File: src/rtl/opfm_pkg.sv
// Package for the output protection and fault manager: constants and carriers
package opfm_pkg;

    // Clock rate in MHz
    localparam int CLK_MHZ = 40;
    // Over/under voltage mask after a reference change, in microseconds
    localparam int MASK_US = 67;
    // Raised overcurrent threshold hold after a reference change, in microseconds
    localparam int BOOST_US = 15;
    // Cycle counts derived from the times above
    localparam logic [11:0] MASK_CYC = 12'(MASK_US * CLK_MHZ);
    localparam logic [9:0] BOOST_CYC = 10'(BOOST_US * CLK_MHZ);

    // Register byte offsets
    localparam logic [7:0] CTRL_OFS = 8'h00;
    localparam logic [7:0] STATUS_OFS = 8'h04;
    // Control field positions
    localparam int CTRL_OVP_FIXED = 0;
    localparam int CTRL_LEGACY = 1;
    localparam int CTRL_NPH_LO = 2;
    localparam int CTRL_PSI_TWO = 4;
    localparam int CTRL_W = 5;
    // Control reset value: tracking threshold, four phases, one phase in low power
    localparam logic [4:0] CTRL_RST = 5'h08;
    // Normal phase count codes
    localparam logic [1:0] NPH_TWO = 2'h0;
    localparam logic [1:0] NPH_THREE = 2'h1;
    // Phase enable masks
    localparam logic [3:0] EN_TWO = 4'h3;
    localparam logic [3:0] EN_THREE = 4'h7;
    localparam logic [3:0] EN_FOUR = 4'hf;
    localparam logic [3:0] EN_PSI_ONE = 4'h1;
    localparam logic [3:0] EN_PSI_TWO = 4'h5;

    // Comparator results from the analog front end
    typedef struct packed {
        logic uv;        // Sense more than 600 mV below reference
        logic ov_track;  // Sense above reference plus offset
        logic ov_pin;    // Sense above resistor-programmed level
        logic ov_1v8;    // Sense above fixed 1.800 V
        logic early_on;  // Sense above 1.800 V
        logic early_off; // Sense below 1.800 V minus 350 mV
        logic remote_ground_sense;       // Sense more than 500 mV above reference
        logic fb;        // Phase-one negative sense 700 mV above sense
        logic ref_chg;   // Dynamic reference change in progress
        logic ref_0p6;   // Ramping reference at or above 0.6 V
        logic [3:0] oc_nom;   // Per-phase current over programmed threshold
        logic [3:0] oc_boost; // Per-phase current over 150 % threshold
    } opfm_cmp_s;

endpackage : opfm_pkg

File: src/rtl/opfm_top.sv
// Output protection and fault manager with APB control and status
//
// Chosen here: the APB register port and the address map.
`timescale 1ns/1ps

// Summary of operation
// - Mask OV/UV during reference change plus 67us
// - Protections stay active during soft-start ramp
// - UV trips after more than one period
// - UV trip: all switches off, phase4 high-Z
// - UV/OV latched until supply or enable cycles
// - Early clamp: low sides on, 350mV hysteresis
// - Early clamp drives only phases one-three
// - OV latch: high off, low on, fault
// - Floating pin: tracking threshold, else fixed
// - Older code table uses fixed 1.800 V
// - Overcurrent: high off until recross or cycle
// - Sustained overcurrent ends at UV trip
// - 150% current threshold during change plus 15us
// - Low-power phase count from control register
// - Ground sense disconnect at 500 mV over
// - Feedback disconnect at 700 mV over
// - Disconnect faults latch all switches off
// - Enable low clears faults, all off unless early clamp active
// - UV enabled once reference reaches 0.6 V
module opfm_top
    import opfm_pkg::*;
(
    input wire logic clk,
    input wire logic reset,
    input wire opfm_cmp_s cmp,
    input wire logic cycle_start,
    input wire logic [3:0] pwm_req,
    input wire logic output_enable_pin,
    input wire logic supply_above_early,
    input wire logic supply_above_lockout,
    input wire logic low_power_state_input_n,
    input wire logic soft_start_done,
    input wire logic psel,
    input wire logic penable,
    input wire logic pwrite,
    input wire logic [7:0] paddr,
    input wire logic [31:0] pwdata,
    output logic pready,
    output logic [31:0] prdata,
    output logic pslverr,
    output logic [2:0] high_side_switch,
    output logic [2:0] low_side_switch,
    output logic fourth_phase_drive_out,
    output logic fourth_phase_drive_oe,
    output logic fault_indicator_pin,
    output logic soft_start_done_out
);

    // Whole module state
    typedef struct packed {
        opfm_cmp_s sync1;       // First synchroniser stage
        opfm_cmp_s sync2;       // Second synchroniser stage
        logic [11:0] mask_cnt;  // Voltage check mask countdown
        logic [9:0] boost_cnt;  // Raised current threshold countdown
        logic uv_armed;         // Undervoltage seen at last period start
        logic uv_lat;           // Undervoltage trip latch
        logic ov_lat;           // Overvoltage trip latch
        logic fbg_lat;          // Ground sense disconnect latch
        logic fb_lat;           // Feedback disconnect latch
        logic clamp;            // Early overvoltage clamp active
        logic [3:0] oc_hold;    // Per-phase current limit active
        logic [CTRL_W-1:0] ctrl; // Control register
        logic [2:0] hs;         // High-side drives
        logic [2:0] ls;         // Low-side drives
        logic p4_out;           // Fourth phase drive level
        logic p4_oe;            // Fourth phase drive enable
        logic fault;            // Fault pin
        logic ss_done;          // Soft-start done output
        logic pready;           // APB ready
        logic [31:0] prdata;    // APB read data
        logic pslverr;          // APB error
    } opfm_state_s;

    opfm_state_s q; // Registered state
    opfm_state_s next_q; // Next state
    opfm_cmp_s c; // Synchronised comparator view
    logic run; // Supply above lockout and enabled
    logic masked; // Voltage checks masked
    logic boost; // Raised current threshold in use
    logic [3:0] en; // Phases enabled
    logic [3:0] next_hold; // Next per-phase limit state
    logic [3:0] ph_hs; // Per-phase high-side demand
    logic [3:0] ph_ls; // Per-phase low-side demand

    assign c = q.sync2;
    assign run = supply_above_lockout & output_enable_pin;
    assign masked = c.ref_chg | (q.mask_cnt != 12'h000);
    assign boost = c.ref_chg | (q.boost_cnt != 10'h000);

    // Phase enable from phase count and low-power input
    always_comb begin
        unique case (q.ctrl[CTRL_NPH_LO +: 2])
            NPH_TWO: en = EN_TWO;
            NPH_THREE: en = EN_THREE;
            default: en = EN_FOUR;
        endcase
        if (!low_power_state_input_n && !c.ref_chg) begin
            // Two phases only allowed with three or four normal phases
            if (q.ctrl[CTRL_PSI_TWO] && q.ctrl[CTRL_NPH_LO +: 2] != NPH_TWO) begin
                en = EN_PSI_TWO;
            end else begin
                en = EN_PSI_ONE;
            end
        end
    end

    // Per-phase cycle-by-cycle current limit
    genvar gi;
    generate
        for (gi = 0; gi < 4; gi++) begin : g_phase
            logic oc_sel; // Threshold chosen for this phase
            assign oc_sel = boost ? c.oc_boost[gi] : c.oc_nom[gi];
            // hold until recross or next period
            assign next_hold[gi] = !cycle_start & oc_sel & (pwm_req[gi] | q.oc_hold[gi]);
            assign ph_hs[gi] = en[gi] & pwm_req[gi] & !next_hold[gi];
            assign ph_ls[gi] = en[gi] & (!pwm_req[gi] | next_hold[gi]);
        end
    endgenerate

    // Next-state logic
    always_comb begin
        logic ov_hit; // Selected overvoltage comparison
        logic uv_en; // Qualified undervoltage condition
        ov_hit = 1'b0;
        uv_en = 1'b0;
        next_q = q;
        next_q.sync1 = cmp;
        next_q.sync2 = q.sync1;
        // reload while changing, count down after
        if (c.ref_chg) begin
            next_q.mask_cnt = MASK_CYC;
        end else if (q.mask_cnt != 12'h000) begin
            next_q.mask_cnt = q.mask_cnt - 12'h001;
        end
        // reload while changing, count down after
        if (c.ref_chg) begin
            next_q.boost_cnt = BOOST_CYC;
        end else if (q.boost_cnt != 10'h000) begin
            next_q.boost_cnt = q.boost_cnt - 10'h001;
        end
        next_q.oc_hold = next_hold;

        if (q.ctrl[CTRL_LEGACY]) begin
            ov_hit = c.ov_1v8;
        end else if (q.ctrl[CTRL_OVP_FIXED]) begin
            ov_hit = c.ov_pin;
        end else begin
            ov_hit = c.ov_track;
        end
        // undervoltage waits for 0.6 V reference
        uv_en = !masked & c.ref_0p6 & c.uv;

        // disable or lockout clears every latch
        if (!run) begin
            next_q.uv_armed = 1'b0;
            next_q.uv_lat = 1'b0;
            next_q.ov_lat = 1'b0;
            next_q.fbg_lat = 1'b0;
            next_q.fb_lat = 1'b0;
        end else begin
            if (!masked && ov_hit) begin
                next_q.ov_lat = 1'b1;
            end
            // must persist across a full period
            if (!uv_en) begin
                next_q.uv_armed = 1'b0;
            end else if (cycle_start) begin
                next_q.uv_armed = 1'b1;
                if (q.uv_armed) begin
                    next_q.uv_lat = 1'b1;
                end
            end
            if (c.remote_ground_sense) begin
                next_q.fbg_lat = 1'b1;
            end
            if (c.fb) begin
                next_q.fb_lat = 1'b1;
            end
        end

        if (supply_above_early && !supply_above_lockout) begin
            if (c.early_on) begin
                next_q.clamp = 1'b1;
            end else if (c.early_off) begin
                next_q.clamp = 1'b0;
            end
        end else begin
            next_q.clamp = 1'b0;
        end

        // Default drive: all off, fourth phase released
        next_q.hs = 3'h0;
        next_q.ls = 3'h0;
        next_q.p4_out = 1'b0;
        next_q.p4_oe = 1'b0;
        if (next_q.ov_lat) begin
            // low sides on, fourth phase low
            next_q.ls = 3'h7;
            next_q.p4_oe = 1'b1;
        end else if (next_q.clamp) begin
            next_q.ls = 3'h7;
        end else if (run && !next_q.uv_lat && !next_q.fbg_lat && !next_q.fb_lat) begin
            // Normal switching with current limit
            next_q.hs = ph_hs[2:0];
            next_q.ls = ph_ls[2:0];
            next_q.p4_out = ph_hs[3];
            next_q.p4_oe = en[3];
        end
        // undervoltage falls through to all off
        // disconnects fall through to all off
        next_q.fault = next_q.uv_lat | next_q.ov_lat | next_q.fbg_lat | next_q.fb_lat;
        // done output held low while disabled
        next_q.ss_done = output_enable_pin & soft_start_done;

        // APB slave, one wait state
        next_q.pready = 1'b0;
        next_q.pslverr = 1'b0;
        if (psel && penable && !q.pready) begin
            next_q.pready = 1'b1;
            next_q.prdata = 32'h0;
            if (paddr == CTRL_OFS) begin
                // Control read/write
                if (pwrite) begin
                    next_q.ctrl = pwdata[CTRL_W-1:0];
                end else begin
                    next_q.prdata = {27'h0, q.ctrl};
                end
            end else if (paddr == STATUS_OFS) begin
                // Status read, writes ignored
                if (!pwrite) begin
                    next_q.prdata = {24'h0, boost, masked, q.clamp, q.fb_lat,
                                     q.fbg_lat, q.ov_lat, q.uv_lat, q.fault};
                end
            end else begin
                // Unmapped address
                next_q.pslverr = 1'b1;
            end
        end
    end

    // State register
    always_ff @(posedge clk or posedge reset) begin
        if (reset) begin
            q <= '0;
            q.ctrl <= CTRL_RST;
        end else begin
            q <= next_q;
        end
    end

    // Outputs straight from flops
    assign pready = q.pready;
    assign prdata = q.prdata;
    assign pslverr = q.pslverr;
    assign high_side_switch = q.hs;
    assign low_side_switch = q.ls;
    assign fourth_phase_drive_out = q.p4_out;
    assign fourth_phase_drive_oe = q.p4_oe;
    assign fault_indicator_pin = q.fault;
    assign soft_start_done_out = q.ss_done;

    a_uv_all_off: assert property (@(posedge clk) disable iff (reset)
        (q.uv_lat && !q.ov_lat) |-> (q.hs == 3'h0 && q.ls == 3'h0 && !q.p4_oe && q.fault))
        else $error("undervoltage trip left a switch on");

    a_ov_low_on: assert property (@(posedge clk) disable iff (reset)
        q.ov_lat |-> (q.hs == 3'h0 && q.ls == 3'h7 && q.p4_oe && !q.p4_out && q.fault))
        else $error("overvoltage trip drive wrong");

    a_mask_blocks_uv: assert property (@(posedge clk) disable iff (reset)
        (masked && !q.uv_lat) |=> !q.uv_lat)
        else $error("undervoltage latched while masked");

    a_mask_reload: assert property (@(posedge clk) disable iff (reset)
        c.ref_chg |=> q.mask_cnt == MASK_CYC)
        else $error("mask counter not reloaded");

    a_boost_length: assert property (@(posedge clk) disable iff (reset)
        $fell(c.ref_chg) |-> q.boost_cnt == BOOST_CYC)
        else $error("boost hold not started at full length");

    a_fault_latched: assert property (@(posedge clk) disable iff (reset)
        (q.fault && run) |=> q.fault)
        else $error("fault released without cycling");

    a_enable_clears: assert property (@(posedge clk) disable iff (reset)
        !output_enable_pin |=> (!q.fault && !q.ss_done && q.hs == 3'h0))
        else $error("disable did not clear");

    // early clamp leaves fourth phase released
    a_clamp_no_p4: assert property (@(posedge clk) disable iff (reset)
        q.clamp |-> (q.ls == 3'h7 && !q.p4_oe && q.hs == 3'h0))
        else $error("early clamp drive wrong");

    // limited phase keeps high side off
    a_oc_hs_off: assert property (@(posedge clk) disable iff (reset)
        (q.oc_hold != 4'h0) |-> ((q.hs & q.oc_hold[2:0]) == 3'h0))
        else $error("high side on while current limited");

    a_uv_needs_ref: assert property (@(posedge clk) disable iff (reset)
        (!c.ref_0p6 && !q.uv_lat) |=> !q.uv_lat)
        else $error("undervoltage before reference at 0.6 V");

    // disconnect faults hold all switches off
    a_disc_all_off: assert property (@(posedge clk) disable iff (reset)
        ((q.fbg_lat || q.fb_lat) && !q.ov_lat)
        |-> (q.hs == 3'h0 && q.ls == 3'h0 && !q.p4_oe && q.fault))
        else $error("disconnect fault left a switch on");

    // clamp only inside its supply window
    a_clamp_window: assert property (@(posedge clk) disable iff (reset)
        q.clamp |-> $past(supply_above_early && !supply_above_lockout))
        else $error("early clamp outside its supply window");

endmodule // opfm_top

File: config.mk
export PLATFORM = sky130hd
export DESIGN_NAME = opfm_top
export DESIGN_NICKNAME = d
export VERILOG_FILES = /design/src/rtl/opfm_pkg.sv /design/src/rtl/opfm_top.sv
export SDC_FILE = /design/constraint.sdc
export NUM_CORES = 1
export LEC_CHECK = 0
export BUFFER_PORTS_ARGS = -buffer_cell sky130_fd_sc_hd__buf_2
export CAP_MARGIN = 40
export CORE_MARGIN = 5
export CORE_UTILIZATION = 52
export CTS_BUF_LIST = sky130_fd_sc_hd__clkbuf_8
export DETAILED_ROUTE_END_ITERATION = 8
export GPL_TIMING_DRIVEN = 0
export PLACE_DENSITY = 0.81
export SYNTH_ARGS = -nofsm -noshare
export SYNTH_HDL_FRONTEND = slang
export SYNTH_SLANG_ARGS = --single-unit
File: constraint.sdc
create_clock -name clk -period 3.8 [get_ports clk]
set_clock_uncertainty 0.05 [all_clocks]
set_input_delay 0.76 -clock clk [delete_from_list [all_inputs] [get_ports clk]]
set_output_delay 0.76 -clock clk [all_outputs]
set_load 0.02 [all_outputs]
* After elaboration in Yosys (flattened, before gate mapping) *
Index checks and enable logic that the tools add are counted.

storage, ports and cells
  flip-flop bits (word level) = 117
  bits of input ports = 73
  output and inout port bits = 44
  word-level logic and storage cells = 155

cells by class
  add/subtract/negate cells = 2
  eq/ne operators = 3
  mux-type cells = 39
  bitwise gates (word level) = 35
  reduce and logical (&&, ||, !) cells = 33

operators with widths
  operator                 number
  $mux W34                 1
  $mux W32                 1
  $mux W12                 2
  $mux W8                  3
  $and A1 B1 Y1            23
  $mux W10                 2
  $mux W1                  19
  $logic_not A1 Y1         16
  $mux W3                  5
  $or A1 B1 Y1             12
  $reduce_bool A12 Y1      1
  $sub A12 B1 Y12 const B  1
  $mux W5                  2
  $reduce_bool A10 Y1      1
  $sub A10 B1 Y10 const B  1
  $logic_and A1 B1 Y1      9
  $eq A8 B3 Y1 const B     1
  $logic_not A8 Y1         1
  $pmux W4 S2              1
  $reduce_bool A2 Y1       3
  $mux W2                  2
  $mux W4                  1
  $ne A3 B3 Y1 const B     1
  $reduce_and A3 Y1        1
  other kinds (2)          2

* Depth between registers and ports, before layout *
  word-level depth = 14
  mapped depth = 8
  mapped depth without buffers = 7

* Least setup slack after synthesis *
OpenSTA, ideal clock, no wires.

  path kind = register to register
  from = register q[63] in the netlist's numbering
  to = register q (netlist bit high_side_switch[1])
  setup time = 0.101 ns
  arrival time = 2.084 ns
  path slack = 1.566 ns
  stages on the path, launching flop included = 6
  buffers on the path = 0
  cell sequence = dfrtp_1 > or4_4 > nor4_4 > mux2_1 > a21bo_1 > nor4_1

RTL lines
  element                 line             source
  start, declared         opfm_top.sv:80   opfm_state_s q;
  start signal, assigned  opfm_top.sv:253  q <= next_q;

==> impl_results.md <==
* Core Area at 6830 sq um
* 1st-pass router iterations at 4
* Setup Buffers After CTS at 0
* Largest net degree at the start of global routing at 48
* CP max FO at 4
* Hold Path Origin: next_q[83]$_DFF_PP0_
* Hold_buf cts at 0
* Top delay family on crit path: simple AND/OR/NAND/NOR gates
* Root Buffer: clkbuf_8
* CP required at 3980 ps
* FF-to-FF Start: q[59]$_DFFE_PP0N_
* Global-route wire length before repair at 11500 microns
* RSZ-0062 raised after global routing: no
* Slew @ Worst Pin at 854 ps
* Layout fillers at 517
* CTS tree: yes
* Maximum vdd drop at 0.350 mV
* Yosys cell types at 50
* Most frequent cells in the layout: 88 x dfrtp_1, 65 x buf_2, 38 x buf_4, 31 x nand2_1, 27 x nor2_1
* Met3 Use GR at 4.33%
* Share of post-route cells with drive strength above 1 at 33.6%
* WL/cell at 13.5 microns
* Ys async rst share at 100%
* Initial Utilization at 53.8%
* Final worst path period need at 2510 ps
* Most used routing layer: met2
* Die H at 94.0 microns
* H-tree depth reported by CTS at 3
* Clk slew on worst S/H paths at 90 ps
* Overall routing resource usage at 16.7%
* Path type of the worst setup path: reg2reg
* Max Fclk at 398 MHz
* Synth Cell Area at 3670 sq um
* Number of enable flip-flop cells after synthesis at 0
* Synth Flop Type: dfrtp_1
* Final net count at 489
* Most common cell after layout, fill and taps aside: dfrtp_1
* Post-synthesis sequential area ratio at 60.7%
* CP Capture Type: flip-flop
* Max Transition Viols Final at 0
* Die W at 94.0 microns
* Non-filler cells, final at 513
* DRC violation count after routing at 0
* Critical path origin: q[59]$_DFFE_PP0N_
* Met2 Resource Use GR at 29.5%
* Synth Instances at 313
* Gp weighted congestion at 0.778
* Vias in the first global route at 2528
* YS warnings at 0
* Critical Path Max Stage Delay at 470 ps
* Met1 usage at 19.0%
* Buf+Inv Stages, Crit Path at 1
* Min-delay worst type: reg2reg
* Multi-input gate area in the final layout at 1170 sq um
* # diodes at 0
* Register area at 2230 sq um
* Crit path cell chain: inv_1 > ha_1 > or4b_4 > nor4_4 > mux2_1 > a21bo_1 > nor4_1
* Syn_area_per_cell at 11.7 sq um
* Rel. slew slack at 42.6%
* Fin crit share at 66.1%
* CTS-repair resized insts at 0
* Initial antenna violation count at 0
* Max cap viols at 0
* Clk Latency, worst-skew pair at 340 ps
* Post-detail-place hpwl at 5190 microns
* Setup TNS at 0 ps
* Pwr/cell area at 426 nW/um^2
* Die footprint at 8840 sq um
* TritonCTS Buffers at 9
* Routed vias at 2468
* Final hold vios at 0
* Startpoint Class: flip-flop
* Crit-path slowest cell: or4b_4
* Gr ovfl total at 0
* 1st-iter DRT viols at 81
* Placement Rows at 30
* Ports at 117
* Layout area overhead at 21.2%
* P_leak at 2.23 nW
* Bufs on Longest Clock Path at 2
* Placed Cells at 497
* Port bufs at 64
* Final setup viols at 0
* # clock sinks at 89
* Total power at 1.90 mW
* Vias per inst at 4.81
* Antenna viol nets, final at 0
* Routed wire length at 6940 microns
* #FFs+latches synth at 89
* Status: finished, final reports clean
* Crit path arrival time at 2690 ps
-- report_power, final --
group / total (mW) / switching (mW) / internal (mW)
logic: 0.177 / 0.102 / 0.0754
clock network: 0.709 / 0.320 / 0.389
registers: 1.01 / 0.0236 / 0.986
-- layout make-up --
cell class                 instances  share of cell area (%)
multi-input combinational        192                    26.3
clock buffer                      10                    3.09
clock inverter                     6                    2.05
timing repair buffer              65                    7.65
tap                               96                    2.70
buffer                            45                    7.28
sequential                        89                    50.1
inverter                          10                   0.900
-- worst reg2reg max path: cells and delay by family, from the launching register on --
kind | cells | cell delay [ps]
AOI/OAI and AO/OA | 1 | 210
adders and majority gates | 1 | 150
buffers and inverters | 1 | 120
DFF | 1 | 380
muxes | 1 | 370
and+or+nand+nor | 3 | 1130
-- logic make-up (layout without fill, tap and decap cells) --
group	count (synthesis)	after routing	share of synthesized area, %
muxes	10	10	2.96
xor gates and xnor gates	15	15	3.58
adders and majority gates	4	4	1.36
other	1	24	0.102
DFF	89	89	60.7
AOI/OAI and AO/OA	33	33	6.17
and+or+nand+nor	106	106	15.3
buffers and inverters	55	136	9.85
-- synthesized netlist by cell type, drive strengths merged (3+ instances only) --
cell / instances / area share [%]
mux2: 7 / 2.1
dfrtp: 88 / 60
xnor2: 10 / 2.4
or4: 3 / 0.72
o21ai: 8 / 1.2
nand3b: 3 / 0.61
nor3: 9 / 1.2
inv: 10 / 1.0
clkbuf: 6 / 0.92
nor2: 27 / 2.8
xor2: 5 / 1.2
a22oi: 5 / 1.0
nand2: 31 / 3.2
a21oi: 7 / 0.95
ha: 4 / 1.4
nand2b: 3 / 0.51
nor4: 12 / 2.5
mux2i: 3 / 0.82
buf: 39 / 7.9
or3: 3 / 0.55
nand3: 4 / 0.55
-- worst paths after layout --
check,to,slack [ps],depth (start not counted)
worst min register to register,c[2]$_DFF_PP0_,300,0
max in group asynchronous,q[47]$_DFFE_PP1P_,2600,3
worst max-delay path,high_side_switch[1]$_DFF_PP0_,1290,7
worst min-delay path,c[2]$_DFF_PP0_,300,0
worst max register to register,high_side_switch[1]$_DFF_PP0_,1290,7
min in group asynchronous,c[9]$_DFF_PP0_,420,2
-- metal layers --
metal | vias up | routed length [microns]
li1 | 1195 | -
met1 | 1178 | 2620
met2 | 85 | 3700
met3 | 10 | 543
met4 | 0 | 81
met5 | - | 0
-- flip-flops by register name, summed over array words and instances, names as in the netlist --
register	cells
low_side_switch	3
pslverr	1
fourth_phase_drive_oe	1
next_q	18
fourth_phase_drive_out	1
high_side_switch	3
c	18
fault_indicator_pin	1
pready	1
soft_start_done_out	1
prdata	8
q	33
-- per-stage QoR --
step | cell area (sq um) | hold WS [ps] | util, % | setup WS (ps)
finish | 4450 | 302 | 65.1 | 1290
global route | 4450 | 305 | 65.1 | 1120
CTS | 4450 | 303 | 65.1 | 1240
detailed placement | 4220 | 285 | 61.8 | 1270
global placement | 4200 | 281 | 61.5 | -153
floorplan | 3760 | 281 | - | 685
No activity file was read; power rests on OpenSTA's default activity.
